$ cat config.mk
export PLATFORM = sky130hd
export DESIGN_NAME = adc_sequence_start_control
export DESIGN_NICKNAME = d
export VERILOG_FILES = /design/src/seq_ctl_pkg.sv /design/src/seq_ctl_if.sv /design/src/result_formatter.sv /design/src/channel_stepper.sv /design/src/adc_sequence_start_control.sv
export SDC_FILE = /design/constraint.sdc
export NUM_CORES = 1
export LEC_CHECK = 0
export ABC_CLOCK_PERIOD_IN_PS = 2060
export BUFFER_PORTS_ARGS = -buffer_cell sky130_fd_sc_hd__buf_2
export CAP_MARGIN = 20
export CORE_ASPECT_RATIO = 1.25
export CORE_MARGIN = 4
export CORE_UTILIZATION = 23
export CTS_CLUSTER_DIAMETER = 80
export DETAILED_ROUTE_END_ITERATION = 8
export SYNTH_ARGS = -nofsm -noshare
export SYNTH_HDL_FRONTEND = slang
export SYNTH_HIERARCHICAL = 1
export SYNTH_SLANG_ARGS = --single-unit
$ cat constraint.sdc
create_clock -name clk_in -period 2.06 [get_ports clk_in]
set_input_delay 0 -clock clk_in [delete_from_list [all_inputs] [get_ports clk_in]]
set_output_delay 0 -clock clk_in [all_outputs]
set_load 0.02 [all_outputs]
$ cat src/seq_ctl_pkg.sv
// Purpose: shared constants for the conversion sequence start control
// Assumes: 8-bit register port, 4-bit word address
// Notes:   offsets are word addresses on the plain register port
package seq_ctl_pkg;
  localparam logic [3:0] OFS_ROLLOVER  = 4'h0;
  localparam logic [3:0] OFS_CONFIG    = 4'h4;
  localparam logic [3:0] OFS_SEQ_CTL   = 4'h5;
  localparam logic [3:0] OFS_STATUS    = 4'h6;
  localparam int         CTL_RJ_BIT    = 7;
  localparam int         CTL_SGN_BIT   = 6;
  localparam int         CTL_SCAN_BIT  = 5;
  localparam int         CTL_MULTI_CHANNEL_SELECT_BIT  = 4;
  localparam int         CFG_ETRIG_BIT = 7;
  localparam int         CFG_LRES_BIT  = 6;
  localparam int         STS_DONE_BIT  = 7;
  localparam int         STS_BUSY_BIT  = 6;
  localparam logic [7:0] SEQ_CTL_RST   = 8'h00;
  localparam logic [7:0] CONFIG_RST    = 8'h00;
  localparam logic [3:0] ROLLOVER_RST  = 4'hF;
  localparam logic [3:0] CH_LAST       = 4'hF;
  localparam logic [3:0] CH_FIRST      = 4'h0;
  localparam logic [4:0] SEQ_LEN_FULL  = 5'h10;
  localparam logic [4:0] CNT_ONE       = 5'h01;
  localparam logic [4:0] CNT_ZERO      = 5'h00;
  typedef enum logic [1:0] {ST_IDLE, ST_ARMED, ST_ISSUE, ST_CONVERT} seq_state_t;
endpackage : seq_ctl_pkg

$ cat src/seq_ctl_if.sv
// Purpose: carrier between the sequencer and its two helpers
// Assumes: one clock domain, all signals combinational here
// Notes:   none
`timescale 1ns/10ps
`default_nettype none
interface seq_ctl_if;
  logic       right_justify;
  logic       signed_fmt;
  logic       low_res;
  logic       multi_channel_select;
  logic [9:0] raw;
  logic [15:0] word;
  logic [3:0] cur_ch;
  logic [3:0] start_ch;
  logic [3:0] wrap_ch;
  logic       wrapped;
  logic [3:0] next_ch;
  logic       wrap_now;
  modport fmt  (input right_justify, signed_fmt, low_res, raw, output word);
  modport step (input multi_channel_select, cur_ch, start_ch, wrap_ch, wrapped,
                output next_ch, wrap_now);
  modport ctl  (output right_justify, signed_fmt, low_res, raw, multi_channel_select,
                cur_ch, start_ch, wrap_ch, wrapped,
                input word, next_ch, wrap_now);
endinterface : seq_ctl_if
`default_nettype wire

$ cat src/result_formatter.sv
// Purpose: maps a raw conversion code onto the 16-bit result word
// Assumes: an 8-bit code arrives msb-aligned in raw bits 9:2
// Notes:   pure combinational
`timescale 1ns/10ps
`default_nettype none
module result_formatter
  import seq_ctl_pkg::*;
(
  seq_ctl_if.fmt f
);
  logic [7:0] code8;
  logic [9:0] code10;

  always_comb
  begin
    code8  = f.raw[9:2];
    code10 = f.raw;
    if (f.right_justify)
    begin
      // right justified is always unsigned
      f.word = f.low_res ? {8'h00, code8} : {6'h00, code10};
    end
    else
    begin
      // two's complement here is just the msb flipped
      code8[7]  = code8[7] ^ f.signed_fmt;
      code10[9] = code10[9] ^ f.signed_fmt;
      f.word = f.low_res ? {code8, 8'h00} : {code10, 6'h00};
    end
  end
endmodule : result_formatter
`default_nettype wire

$ cat src/channel_stepper.sv
// Purpose: picks the channel for the next conversion of a sequence
// Assumes: wrapped tells whether this sequence has already wrapped once
// Notes:   pure combinational
`timescale 1ns/10ps
`default_nettype none
module channel_stepper
  import seq_ctl_pkg::*;
(
  seq_ctl_if.step s
);
  logic early_start;

  always_comb
  begin
    // starting above the rollover channel defers the first wrap to 15
    early_start = (s.start_ch > s.wrap_ch) && !s.wrapped;
    s.wrap_now  = s.multi_channel_select && ((s.cur_ch == CH_LAST)
                  || ((s.cur_ch == s.wrap_ch) && !early_start));
    if (!s.multi_channel_select)
      s.next_ch = s.cur_ch;
    else if (s.wrap_now)
      s.next_ch = CH_FIRST;
    else
      s.next_ch = s.cur_ch + 4'h1;
  end
endmodule : channel_stepper
`default_nettype wire

$ cat src/adc_sequence_start_control.sv
// Purpose: conversion sequence start and channel selection control
// Assumes: conv_done_in pulses once per finished conversion
// Notes:   register port answers every access, unmapped reads give zero
//
// What this block does
// control write aborts and restarts a sequence
// triggers start sequences only after control write
// start pulse marks beginning of sampling
// bit 7 selects right justification
// bit 6 selects two's complement results
// right justified results always unsigned
// bit 5 repeats sequences continuously
// trigger mode ignores scan, one sequence
// single mode keeps the one channel
// multi mode converts sequence-length channels
// bits 3:0 give the input channel number
// channels increment, wrap after rollover channel
// start above rollover wraps after 15
// result word bit placement per format
// signed code is unsigned with msb inverted
// control register readable and writable anytime
// resolution bit picks 8 or 10 bits
// control write clears sequence done flag
// control write clears conversion counter
// last written settings reused for later sequences
`timescale 1ns/10ps
`default_nettype none
module adc_sequence_start_control
  import seq_ctl_pkg::*;
(
  input  wire logic        clk_in,
  input  wire logic        rst_in,
  input  wire logic [3:0]  addr_in,
  input  wire logic [7:0]  wdata_in,
  input  wire logic        wr_in,
  input  wire logic        rd_in,
  output logic      [7:0]  rdata_out,
  input  wire logic        ext_trig_in,
  input  wire logic        conv_done_in,
  input  wire logic [9:0]  raw_result_in,
  output logic             sample_start_out,
  output logic             abort_out,
  output logic      [3:0]  channel_out,
  output logic      [15:0] result_word_out,
  output logic      [3:0]  result_index_out,
  output logic             result_valid_out,
  output logic             seq_done_out
);
  seq_state_t  state_r;
  logic [7:0]  seq_ctl_r;
  logic [7:0]  config_r;
  logic [3:0]  rollover_r;
  logic [3:0]  chan_r;
  logic        wrapped_r;
  logic [4:0]  conv_cnt_r;
  logic        done_r;
  logic [7:0]  rdata_r;
  logic [15:0] result_r;
  logic [3:0]  result_idx_r;
  logic        result_vld_r;
  logic        ctl_wr;
  logic        trig_go;
  logic        conv_end;
  logic        seq_last;
  logic        etrig_en;
  logic [4:0]  seq_len;
  logic [7:0]  status_val;

  seq_ctl_if bus_if ();

  result_formatter u_fmt (
    .f (bus_if.fmt)
  );

  channel_stepper u_step (
    .s (bus_if.step)
  );

  function automatic logic hit(input logic [3:0] a, input logic [3:0] ofs);
    hit = (a == ofs);
  endfunction : hit

  always_comb
  begin
    ctl_wr     = wr_in && hit(addr_in, OFS_SEQ_CTL);
    etrig_en   = config_r[CFG_ETRIG_BIT];
    trig_go    = (state_r == ST_ARMED) && ext_trig_in;
    conv_end   = (state_r == ST_CONVERT) && conv_done_in;
    // zero in the length field means a full 16-conversion sequence
    seq_len    = (config_r[3:0] == 4'h0) ? SEQ_LEN_FULL
                 : {1'b0, config_r[3:0]};
    seq_last   = (conv_cnt_r + CNT_ONE) == seq_len;
    status_val = {done_r, (state_r == ST_ISSUE) || (state_r == ST_CONVERT),
                  2'b00, conv_cnt_r[3:0]};
  end

  always_comb
  begin
    bus_if.right_justify = seq_ctl_r[CTL_RJ_BIT];
    bus_if.signed_fmt    = seq_ctl_r[CTL_SGN_BIT];
    bus_if.low_res       = config_r[CFG_LRES_BIT];
    bus_if.raw           = raw_result_in;
    bus_if.multi_channel_select          = seq_ctl_r[CTL_MULTI_CHANNEL_SELECT_BIT];
    bus_if.cur_ch        = chan_r;
    bus_if.start_ch      = seq_ctl_r[3:0];
    bus_if.wrap_ch       = rollover_r;
    bus_if.wrapped       = wrapped_r;
  end

  // settings registers
  always_ff @(posedge clk_in)
  begin
    if (rst_in)
    begin
      seq_ctl_r  <= SEQ_CTL_RST;
      config_r   <= CONFIG_RST;
      rollover_r <= ROLLOVER_RST;
    end
    else if (wr_in)
    begin
      if (hit(addr_in, OFS_SEQ_CTL))
        seq_ctl_r <= wdata_in;
      if (hit(addr_in, OFS_CONFIG))
        config_r <= wdata_in;
      if (hit(addr_in, OFS_ROLLOVER))
        rollover_r <= wdata_in[3:0];
    end
  end

  // sequence state machine
  always_ff @(posedge clk_in)
  begin
    if (rst_in)
      state_r <= ST_IDLE;
    else if (ctl_wr)
      state_r <= etrig_en ? ST_ARMED : ST_ISSUE;
    else
    begin
      unique case (state_r)
        ST_IDLE:    state_r <= ST_IDLE;
        ST_ARMED:   state_r <= trig_go ? ST_ISSUE : ST_ARMED;
        ST_ISSUE:   state_r <= ST_CONVERT;
        ST_CONVERT:
        begin
          if (conv_done_in && !seq_last)
            state_r <= ST_ISSUE;
          else if (conv_done_in && etrig_en)
            state_r <= ST_ARMED;
          else if (conv_done_in)
            state_r <= seq_ctl_r[CTL_SCAN_BIT] ? ST_ISSUE : ST_IDLE;
        end
      endcase
    end
  end

  // channel and wrap tracking
  always_ff @(posedge clk_in)
  begin
    if (rst_in)
    begin
      chan_r    <= CH_FIRST;
      wrapped_r <= 1'b0;
    end
    else if (ctl_wr)
    begin
      chan_r    <= wdata_in[3:0];
      wrapped_r <= 1'b0;
    end
    else if (trig_go || (conv_end && seq_last))
    begin
      chan_r    <= seq_ctl_r[3:0];
      wrapped_r <= 1'b0;
    end
    else if (conv_end)
    begin
      chan_r    <= bus_if.next_ch;
      wrapped_r <= wrapped_r || bus_if.wrap_now;
    end
  end

  // conversion counter, zero at begin and end of every sequence
  always_ff @(posedge clk_in)
  begin
    if (rst_in)
      conv_cnt_r <= CNT_ZERO;
    else if (ctl_wr || trig_go)
      conv_cnt_r <= CNT_ZERO;
    else if (conv_end)
      conv_cnt_r <= seq_last ? CNT_ZERO : conv_cnt_r + CNT_ONE;
  end

  // done flag: completion beats a same-cycle write-one clear
  always_ff @(posedge clk_in)
  begin
    if (rst_in)
      done_r <= 1'b0;
    else if (ctl_wr)
      done_r <= 1'b0;
    else if (conv_end && seq_last)
      done_r <= 1'b1;
    else if (wr_in && hit(addr_in, OFS_STATUS) && wdata_in[STS_DONE_BIT])
      done_r <= 1'b0;
  end

  // result word
  always_ff @(posedge clk_in)
  begin
    if (rst_in)
    begin
      result_r     <= 16'h0000;
      result_idx_r <= 4'h0;
      result_vld_r <= 1'b0;
    end
    else
    begin
      result_vld_r <= conv_end;
      if (conv_end)
      begin
        result_r     <= bus_if.word;
        result_idx_r <= conv_cnt_r[3:0];
      end
    end
  end

  // read data stands for one cycle only
  always_ff @(posedge clk_in)
  begin
    if (rst_in)
      rdata_r <= 8'h00;
    else if (!rd_in)
      rdata_r <= 8'h00;
    else if (hit(addr_in, OFS_SEQ_CTL))
      rdata_r <= seq_ctl_r;
    else if (hit(addr_in, OFS_CONFIG))
      rdata_r <= config_r;
    else if (hit(addr_in, OFS_ROLLOVER))
      rdata_r <= {4'h0, rollover_r};
    else if (hit(addr_in, OFS_STATUS))
      rdata_r <= status_val;
    else
      rdata_r <= 8'h00;
  end

  assign rdata_out        = rdata_r;
  assign sample_start_out = (state_r == ST_ISSUE);
  assign abort_out        = ctl_wr;
  assign channel_out      = chan_r;
  assign result_word_out  = result_r;
  assign result_index_out = result_idx_r;
  assign result_valid_out = result_vld_r;
  assign seq_done_out     = done_r;
endmodule : adc_sequence_start_control
`default_nettype wire

==> impl_metrics.json, run 1 <==
{
  "drt_iter0_drc": 150,
  "synth-seq-cells": 62,
  "status": "completed",
  "power_switching_w": 0.000657,
  "synth_nets": 453,
  "firstDrtPassIters": 4,
  "p_seq_frac": 0.400,
  "crit_fanout": 10,
  "switching_share": 0.215,
  "synth_ff_type": "dfxtp_1",
  "routed_via_density": 4.79,
  "fp.dieH_um": 141,
  "finalSetupTns_ns": 0,
  "rows": 48,
  "intPower_w": 0.00240,
  "diodes": 0,
  "synth.yosys.seq_area_share": 0.379,
  "grt_start_max_net_pins": 37,
  "die_w_um": 115,
  "syn_area_mm2": 0.00328,
  "drv_slew": 0,
  "peakVddDrop_v": 0.000259,
  "worstSetupPathType": "reg -> reg",
  "maxSlewHeadroom": 0.541,
  "finalClockSkew_ns": 0.00495,
  "hold_class": "in -> reg",
  "synth-async-reset-ratio": 0,
  "htreeDepth": 3,
  "drive_above_1_share": 0.220,
  "critPathMaxStageDelay_ns": 0.40,
  "totalWireLength_mm": 9.81,
  "cellPowerDensity_mw_per_mm2": 726,
  "die_area_mm2": 0.0162,
  "fillers": 1475,
  "dpl_cell_area_mm2": 0.00381,
  "nets": 526,
  "yosysWarnings": 6,
  "synth_cells": 419,
  "crit_slowest_cell": "dfxtp_1",
  "synth_edf_count": 0,
  "clkTransAtPathRegs_ns": 0.05,
  "maxCapViolCount": 0,
  "syn_to_final_growth_pct": 28.6,
  "worst_setup_path_end_kind": "register",
  "whs_ns": 0.0131,
  "p_comb_frac": 0.065,
  "grt.overflow.total": 0,
  "vias": 3214,
  "grt_usage": 0.122,
  "setup_viol": 0,
  "path_cells": "ha_1 -> and3_4 -> xnor3_1 -> and4_4 -> nor2_1 -> a311o_1",
  "rsz0062_at_grt": "false",
  "clkLatencyLatePin_ns": 0.33,
  "p_leak_nw": 1.68,
  "cp.arrival_ns": 2.17,
  "hpwl_mm": 7.49,
  "ant_nets": 0,
  "wire_per_inst_um": 14.6,
  "cts_buffer_depth": 2,
  "cts_buffers": 9,
  "finalHoldViolations": 0,
  "cts_root_buf": "clkbuf_16",
  "stdcell_area_mm2": 0.00422,
  "cts_tree": "yes",
  "grt_first_pass_wirelength_mm": 15.7,
  "timing.fmax_mhz": 510,
  "start_util": 0.236,
  "utilization": 0.304,
  "rr_worst_depth": 6,
  "drc": 0,
  "ys_types": 57,
  "core_mm2": 0.0139,
  "avgSynthCellArea_um2": 7.82,
  "worst_setup_path_start_kind": "register",
  "holdPathStages": 3,
  "grt_antenna_before_repair": 0,
  "routabilityCongestion": 0.845,
  "io_buffers": 63,
  "fin_crit_sh": 0.952,
  "clock_sinks": 62,
  "worst_ep_required_time_ns": 2.27,
  "grt_pass1_vias": 3118,
  "tightest_slew_ns": 0.689,
  "layout_min_cycle_time_ns": 1.96,
  "clockPowerShare": 0.535,
  "io_pins": 64
}
[cell usage in the layout (no fill, tap or decap), drive strengths merged, types with 2 or more instances in the layout]
| master | count |
|---|---|
| a211oi | 2 |
| nand4 | 3 |
| nand3 | 26 |
| a22oi | 2 |
| nand2b | 5 |
| bufinv | 2 |
| buf | 79 |
| and2b | 5 |
| ha | 6 |
| nand3b | 2 |
| a41o | 2 |
| inv | 14 |
| dlygate4sd3 | 8 |
| clkbuf | 11 |
| xor2 | 2 |
| o211ai | 2 |
| a211o | 4 |
| and2 | 3 |
| xnor2 | 8 |
| nor4 | 2 |
| nand4b | 2 |
| o21ai | 15 |
| a21boi | 3 |
| nor3 | 9 |
| clkinv | 3 |
| nand2 | 88 |
| and3 | 6 |
| a311o | 3 |
| nor2 | 21 |
| a31oi | 5 |
| dfxtp | 62 |
| mux2i | 10 |
| a21oi | 55 |
| nor2b | 11 |
| o22ai | 4 |
[per-stage QoR]
| stage | setup WS [ns] | std cells | total power, W |
|---|---|---|---|
| floorplan | 0.187 | 419 | 0.00135 |
| global placement | 0.170 | 648 | 0.00143 |
| detailed placement | 0.0863 | 648 | 0.00144 |
| CTS | 0.0627 | 671 | 0.00310 |
| global route | 0.00481 | 671 | 0.00316 |
| finish | 0.0996 | 671 | 0.00306 |
[cell families (layout without fill, tap and decap cells)]
kind of cell    Yosys count  after routing  synth area share
xor+xnor                 12             12            0.0408
buf+inv                  40            117            0.0553
simple gates            186            186             0.275
fa+ha+maj                 6              6            0.0229
mux                      10             10            0.0305
flops                    62             62             0.379
compound gates          103            103             0.197
[critical path: cells and delay by family (launching register included)]
family	cells	cell delay, ns
AO/OA/AOI/OAI	1	0.32
XOR/XNOR	1	0.25
adder cells (fa/ha/maj)	1	0.25
flip-flops	1	0.40
AND/OR/NAND/NOR	3	0.62
[cell type report]
cell class,instances,area (um^2),area share
multi-input cells,317,1860,0.441
flip-flops and latches,62,1240,0.295
repair buffers,87,515,0.122
clock buffers,11,253,0.0600
well taps,175,219,0.0519
clock inverters,4,70.1,0.0166
inverters,15,56.3,0.0134
[layer usage]
| layer | part of all wire | vias up | track usage |
|---|---|---|---|
| li1 | - | 1600 | - |
| met2 | 0.49 | 104 | 0.205 |
| met3 | 0.067 | 25 | 0.0371 |
| met1 | 0.41 | 1485 | 0.138 |
| met5 | 0 | - | 0 |
| met4 | 0.032 | 0 | 0.0630 |
[synthesized netlist by cell type, drive strengths merged (2+ instances only)]
| cell type | n | area [um^2] |
|---|---|---|
| mux2i | 10 | 100 |
| nor3 | 9 | 56.3 |
| nand4b | 2 | 17.5 |
| a41o | 2 | 21.3 |
| nand2 | 88 | 330 |
| a22oi | 2 | 15.0 |
| o21ai | 15 | 75.1 |
| xnor2 | 8 | 70.1 |
| nand3 | 26 | 130 |
| nor4 | 2 | 12.5 |
| and2b | 5 | 37.5 |
| a211o | 4 | 35.0 |
| nor2b | 11 | 68.8 |
| a21boi | 3 | 22.5 |
| inv | 14 | 52.6 |
| o211ai | 2 | 15.0 |
| a21oi | 55 | 279 |
| and2 | 3 | 18.8 |
| buf | 8 | 61.3 |
| ha | 6 | 75.1 |
| nand3b | 2 | 15.0 |
| nand4 | 3 | 25.0 |
| dfxtp | 62 | 1240 |
| o22ai | 4 | 31.3 |
| and3 | 6 | 43.8 |
| nor2 | 21 | 81.3 |
| clkbuf | 17 | 63.8 |
| a311o | 3 | 30.0 |
| nand2b | 5 | 31.3 |
| a211oi | 2 | 20.0 |
| a31oi | 5 | 31.3 |
| xor2 | 2 | 17.5 |
[timing repair]
item                                    4_1_cts  5_1_grt
gates resized for setup                       0        2
setup buffers                                 0        0
hold endpoints to repair                     16        0
endpoints found under the setup margin        0        4
hold buffers                                  8        0
[power by group through the flow]
stage                     Clock [W]  Sequential (W)  Combinational [W]
after floorplan                   0         0.00125           0.000107
after global placement            0         0.00125           0.000183
after detailed placement          0         0.00125           0.000185
after CTS                   0.00167         0.00122           0.000199
after global routing        0.00171         0.00123           0.000218
final                       0.00164         0.00123           0.000199
[final timing paths]
check                                   startpoint            endpoint  slack [ns]
worst max register to register       conv_cnt_r[1]      channel_out[1]         0.1
worst max-delay path                 conv_cnt_r[1]      channel_out[1]         0.1
worst min register to register  result_word_out[9]  result_word_out[9]        0.45
worst min-delay path                         rd_in        rdata_out[7]        0.01
[registers in the layout, summed over array words and instances (netlist names)]
name,count
result_index_out,4
config_r,8
rdata_out,8
conv_cnt_r,5
seq_ctl_r,8
bus_if.wrap_ch,4
result_valid_out,1
result_word_out,16
state_r,2
channel_out,4
bus_if.wrapped,1
seq_done_out,1
No activity file was read; power rests on OpenSTA's default activity.
==> run 2: changes to the inputs <==
Settings changed: REMOVE_ABC_BUFFERS from default to 1.
==> run 2 against run 1 <==
Effect of this change:
- global-route usage decreased by 0.12 points
- largest cell class unchanged
- first-iteration DRC count increased by 47%
- wire length decreased by 1.6%
- via count decreased by 0.96%
- register-to-register slack improved by 0.03 ns
- combinational power about the same
- clock power decreased by 16%
==> impl_metrics.json, run 2 (same netlist as run 1, synthesis figures left out) <==
{
  "maxSlewHeadroom": 0.575,
  "rr_startpoint": "conv_cnt_r[1]",
  "min_from": "raw_result_in[0]",
  "tightest_slew_ns": 0.636,
  "totalWireLength_mm": 9.66,
  "grt.overflow.total": 0,
  "worstSetupPathType": "reg -> reg",
  "hpwl_mm": 7.23,
  "io_pins": 64,
  "die_area_mm2": 0.0162,
  "r2r_slack_ns": 0.13,
  "ant_nets": 0,
  "grt-busiest-layer": "met2",
  "p_total_w": 0.00280,
  "p_leak_nw": 1.66,
  "timing.fmax_mhz": 518,
  "worst_setup_path_start_kind": "register",
  "crit_fanout": 10,
  "routed_via_density": 4.72,
  "fin_crit_sh": 0.937,
  "vias": 3183,
  "hold_class": "in -> reg",
  "status": "completed",
  "die_w_um": 115,
  "io_buffers": 63,
  "firstDrtPassIters": 5,
  "maxCapViolCount": 0,
  "clkLatencyLatePin_ns": 0.34,
  "drt_iter0_drc": 221,
  "holdPathStages": 5,
  "fp.dieH_um": 141,
  "grt_antenna_before_repair": 0,
  "use_met1": 0.153,
  "drv_slew": 0,
  "start_util": 0.236,
  "final_cell_mix": "nand2_1, buf_2, dfxtp_1",
  "grt_start_max_net_pins": 30,
  "mostFrequentLayoutCell": "nand2_1",
  "cts_buffers": 9,
  "met3_usage": 0.0303,
  "finalClockSkew_ns": 0.0146,
  "core_mm2": 0.0139,
  "cp.arrival_ns": 2.16,
  "routabilityCongestion": 0.876,
  "nets": 528,
  "rsz0062_at_grt": "false",
  "htreeDepth": 3,
  "grt_util_met2": 0.195,
  "clock_sinks": 62,
  "peakVddDrop_v": 0.000413,
  "clkTransAtPathRegs_ns": 0.06,
  "cts_buffer_depth": 2,
  "cts_root_buf": "clkbuf_16",
  "worst_ep_required_time_ns": 2.29,
  "fillers": 1488,
  "layout_min_cycle_time_ns": 1.93,
  "wire_per_inst_um": 14.3,
  "drive_above_1_share": 0.218,
  "worstHoldEndpoint": "result_word_out[0]",
  "grt_pass1_vias": 3044,
  "finalHoldViolations": 0,
  "cellPowerDensity_mw_per_mm2": 670,
  "setup_viol": 0,
  "finalSetupTns_ns": 0,
  "drc": 0,
  "cts_tree": "yes",
  "diodes": 0,
  "syn_to_final_growth_pct": 27.4,
  "rows": 48,
  "grt_usage": 0.121,
  "worst_setup_path_end_kind": "register",
  "grt_first_pass_wirelength_mm": 15.6,
  "rr_worst_depth": 6,
  "r2r-end": "channel_out[3]",
  "largest_reg_flops": 16
}
## run 2: timing repair
item                                    CTS  global route
setup buffers                             0             0
endpoints found under the setup margin    0             1
gates resized for setup                   0             2
hold buffers                              9             0
hold endpoints to repair                 18             0
## run 2: report_power, final
part | switching, W | internal [W]
registers | 0.0000141 | 0.00121
logic | 0.000118 | 0.0000816
clock network | 0.000533 | 0.000840
## run 2: worst max-delay path, stage by stage, from the launching register on
cell and delay [ns]:
dfxtp_1 0.34, ha_1 0.24, and3_4 0.21, xnor3_1 0.33, and4_4 0.33, nor2_1 0.07
a311o_1 0.31
## run 2: per-layer routing
metal	part of all wire	vias up
met5	0	-
met4	0.013	0
met3	0.059	8
met2	0.49	83
met1	0.44	1488
li1	-	1604
## run 2: how the worst max path moves through the flow
stage / from / end / slack, ns / cells after the start
after floorplan: state_r[1] / channel_out[0] / 0.17 / 4
after CTS: bus_if.wrap_ch[1] / channel_out[1] / 0.09 / 10
after global placement: bus_if.wrap_ch[1] / channel_out[1] / 0.17 / 10
after detailed placement: bus_if.wrap_ch[1] / channel_out[1] / 0.11 / 10
final: conv_cnt_r[1] / channel_out[3] / 0.13 / 6
after global routing: conv_cnt_r[1] / channel_out[3] / 0.01 / 6
## run 2: stage by stage
stage	worst slack (ns)	instances	area (um^2)	hold slack [ns]	util
after floorplan	0.173	394	3150	0.0691	-
after global placement	0.170	649	3810	0.256	0.275
after detailed placement	0.110	649	3810	0.262	0.275
after CTS	0.0938	674	4170	0.0435	0.301
after global routing	0.0122	674	4180	0.0769	0.301
final	0.131	674	4180	0.0586	0.301
## run 2: area by class of cell
class                   instances  area (um^2)  area share
well taps                     175          219      0.0524
flip-flops and latches         62         1240       0.298
inverters                      15         56.3      0.0135
repair buffers                 89          533       0.128
multi-input cells             317         1860       0.444
clock buffers                  12          246      0.0590
clock inverters                 4         22.5     0.00539
==> run 3: changes to the inputs <==
--- a/config.mk
+++ b/config.mk
@@ -13,2 +13,3 @@
 export CORE_UTILIZATION = 23
+export CTS_BUF_LIST = sky130_fd_sc_hd__clkbuf_8 sky130_fd_sc_hd__clkbuf_16
 export CTS_CLUSTER_DIAMETER = 80
==> constraint.sdc (replaced) <==
create_clock -name clk_in -period 2.06 [get_ports clk_in]
set_input_delay 0.206 -clock clk_in [delete_from_list [all_inputs] [get_ports clk_in]]
set_output_delay 0.206 -clock clk_in [all_outputs]
set_load 0.02 [all_outputs]
==> run 3 against run 2 <==
Effect of this change:
- global-route usage is 0.26 points higher
- sequential power hardly changed
- design area hardly changed
- combinational power is 4% lower
- sequential cell count stayed put
- die area stayed put
- power is 2.1% higher
- worst setup slack worse by 0.025 ns
- largest cell class unchanged
- highest routed layer unchanged
==> impl_metrics.json, run 3 (same netlist as run 1, synthesis figures left out) <==
{
  "status": "completed",
  "cellPowerDensity_mw_per_mm2": 684,
  "routabilityCongestion": 0.902,
  "grt_pass1_vias": 3202,
  "rr_worst_depth": 11,
  "die_w_um": 115,
  "drv_slew": 0,
  "tightest_slew_ns": 0.639,
  "utilization": 0.301,
  "io_buffers": 63,
  "worstSetupPathType": "reg -> reg",
  "cts_buffer_depth": 2,
  "hold_class": "in -> reg",
  "min_from": "wdata_in[6]",
  "grt_antenna_before_repair": 0,
  "grt_start_max_net_pins": 26,
  "maxCapViolCount": 0,
  "post-place-ws_ns": 0.0929,
  "r2r-end": "channel_out[2]",
  "ant_nets": 0,
  "cts_tree": "yes",
  "crit_slowest_cell": "dfxtp_4",
  "drive_above_1_share": 0.242,
  "maxSlewHeadroom": 0.574,
  "diodes": 0,
  "final_cell_mix": "nand2_1, buf_2, dfxtp_1",
  "io_pins": 64,
  "peakVddDrop_v": 0.000397,
  "clkTransAtPathRegs_ns": 0.05,
  "fp.dieH_um": 141,
  "rr_startpoint": "bus_if.wrap_ch[1]",
  "worstHoldEndpoint": "seq_ctl_r[6]",
  "timing.fmax_mhz": 512,
  "largest_reg_flops": 16,
  "grt_first_pass_wirelength_mm": 15.9,
  "finalHoldViolations": 0,
  "mostFrequentLayoutCell": "nand2_1",
  "cp.arrival_ns": 2.22,
  "worst_setup_path_start_kind": "register",
  "clock_sinks": 62,
  "die_area_mm2": 0.0162,
  "nets": 521,
  "layout_min_cycle_time_ns": 1.95,
  "critPathMaxStageDelay_ns": 0.37,
  "clkLatencyLatePin_ns": 0.33,
  "vias": 3213,
  "routed_via_density": 4.82,
  "worst_ep_required_time_ns": 2.33,
  "setup_viol": 0,
  "grt.overflow.total": 0,
  "cts_buffers": 9,
  "grt_usage": 0.123,
  "syn_to_final_growth_pct": 27.3,
  "r2r_slack_ns": 0.11,
  "firstDrtPassIters": 4,
  "post-route-worst-setup-slack_ns": 0.106,
  "rsz0062_at_grt": "true",
  "finalClockSkew_ns": 0.00762,
  "fin_crit_sh": 0.949,
  "wire_per_inst_um": 15.0,
  "path_cells": "inv_4 -> ha_4 -> nor2b_4 -> o211ai_1 -> a21oi_2 -> nor2_4 -> a211oi_2 -> nand2_1 -> nor4_2 -> mux2i_1 -> nand3_1",
  "rows": 48,
  "seq_area_mm2": 0.00125,
  "hpwl_mm": 7.37,
  "worst_setup_path_end_kind": "register",
  "core_mm2": 0.0139,
  "holdPathStages": 3,
  "fillers": 1465,
  "start_util": 0.236,
  "cts_root_buf": "clkbuf_16",
  "crit_fanout": 4,
  "htreeDepth": 3,
  "p_leak_nw": 1.64,
  "drt_iter0_drc": 322,
  "totalWireLength_mm": 10.0,
  "drc": 0,
  "multiInputGateArea_mm2": 0.00191
}
[run 3: repair_timing]
action / 4_1_cts / 5_1_grt
setup buffers: 0 / 1
gates resized for setup: 0 / 13
hold buffers: 0 / 0
endpoints found under the setup margin: 0 / 4
[run 3: layout make-up]
cell class	count	share of cell area
multi-input cells	318	0.459
clock buffers	9	0.0540
clock inverters	7	0.0138
inverters	15	0.0141
repair buffers	81	0.108
well taps	175	0.0525
flip-flops and latches	62	0.299
[run 3: worst max path at each step]
stage                     end  cells past startpoint               from  slack [ns]
2_1_floorplan   conv_cnt_r[0]                      6         addr_in[3]        0.09
3_3_place_gp   channel_out[0]                     10  bus_if.wrap_ch[1]        0.17
3_5_place_dp   channel_out[2]                     11  bus_if.wrap_ch[1]        0.09
4_1_cts        channel_out[2]                     10  bus_if.wrap_ch[3]        0.07
5_1_grt        channel_out[2]                     11  bus_if.wrap_ch[1]       -0.02
6_report       channel_out[2]                     11  bus_if.wrap_ch[1]        0.11
[run 3: per-stage QoR]
stage / instances / power, W / hold slack [ns] / instance area [um^2] / TNS [ns]
2_1_floorplan: 394 / 0.00133 / 0.275 / 3150 / 0
3_3_place_gp: 649 / 0.00143 / 0.441 / 3810 / 0
3_5_place_dp: 649 / 0.00144 / 0.445 / 3810 / 0
4_1_cts: 665 / 0.00289 / 0.112 / 4100 / 0
5_1_grt: 667 / 0.00297 / 0.147 / 4170 / -0.0232
6_report: 667 / 0.00285 / 0.131 / 4170 / 0
[run 3: where the power goes]
| group | switching (W) | total, W | leakage, nW | internal, W |
|---|---|---|---|---|
| Sequential | 0.0000145 | 0.00122 | 0.499 | 0.00121 |
| Clock | 0.000520 | 0.00144 | 0.151 | 0.000917 |
| Combinational | 0.000119 | 0.000193 | 0.993 | 0.0000738 |
| Total | 0.000654 | 0.00285 | 1.64 | 0.00220 |
[run 3: metal layers]
layer / up-vias / share of wire / GRT usage
met4: 0 / 0.018 / 0.0569
met5: - / 0 / 0
met2: 91 / 0.49 / 0.202
met3: 16 / 0.064 / 0.0358
li1: 1595 / - / -
met1: 1511 / 0.43 / 0.148
[run 3: worst max-delay path: cells and delay by family (launching register included)]
kind | cells | cell delay (ns)
buf+inv | 1 | 0.04
compound gates | 3 | 0.55
fa+ha+maj | 1 | 0.25
simple gates | 5 | 0.58
flops | 1 | 0.37
mux | 1 | 0.10
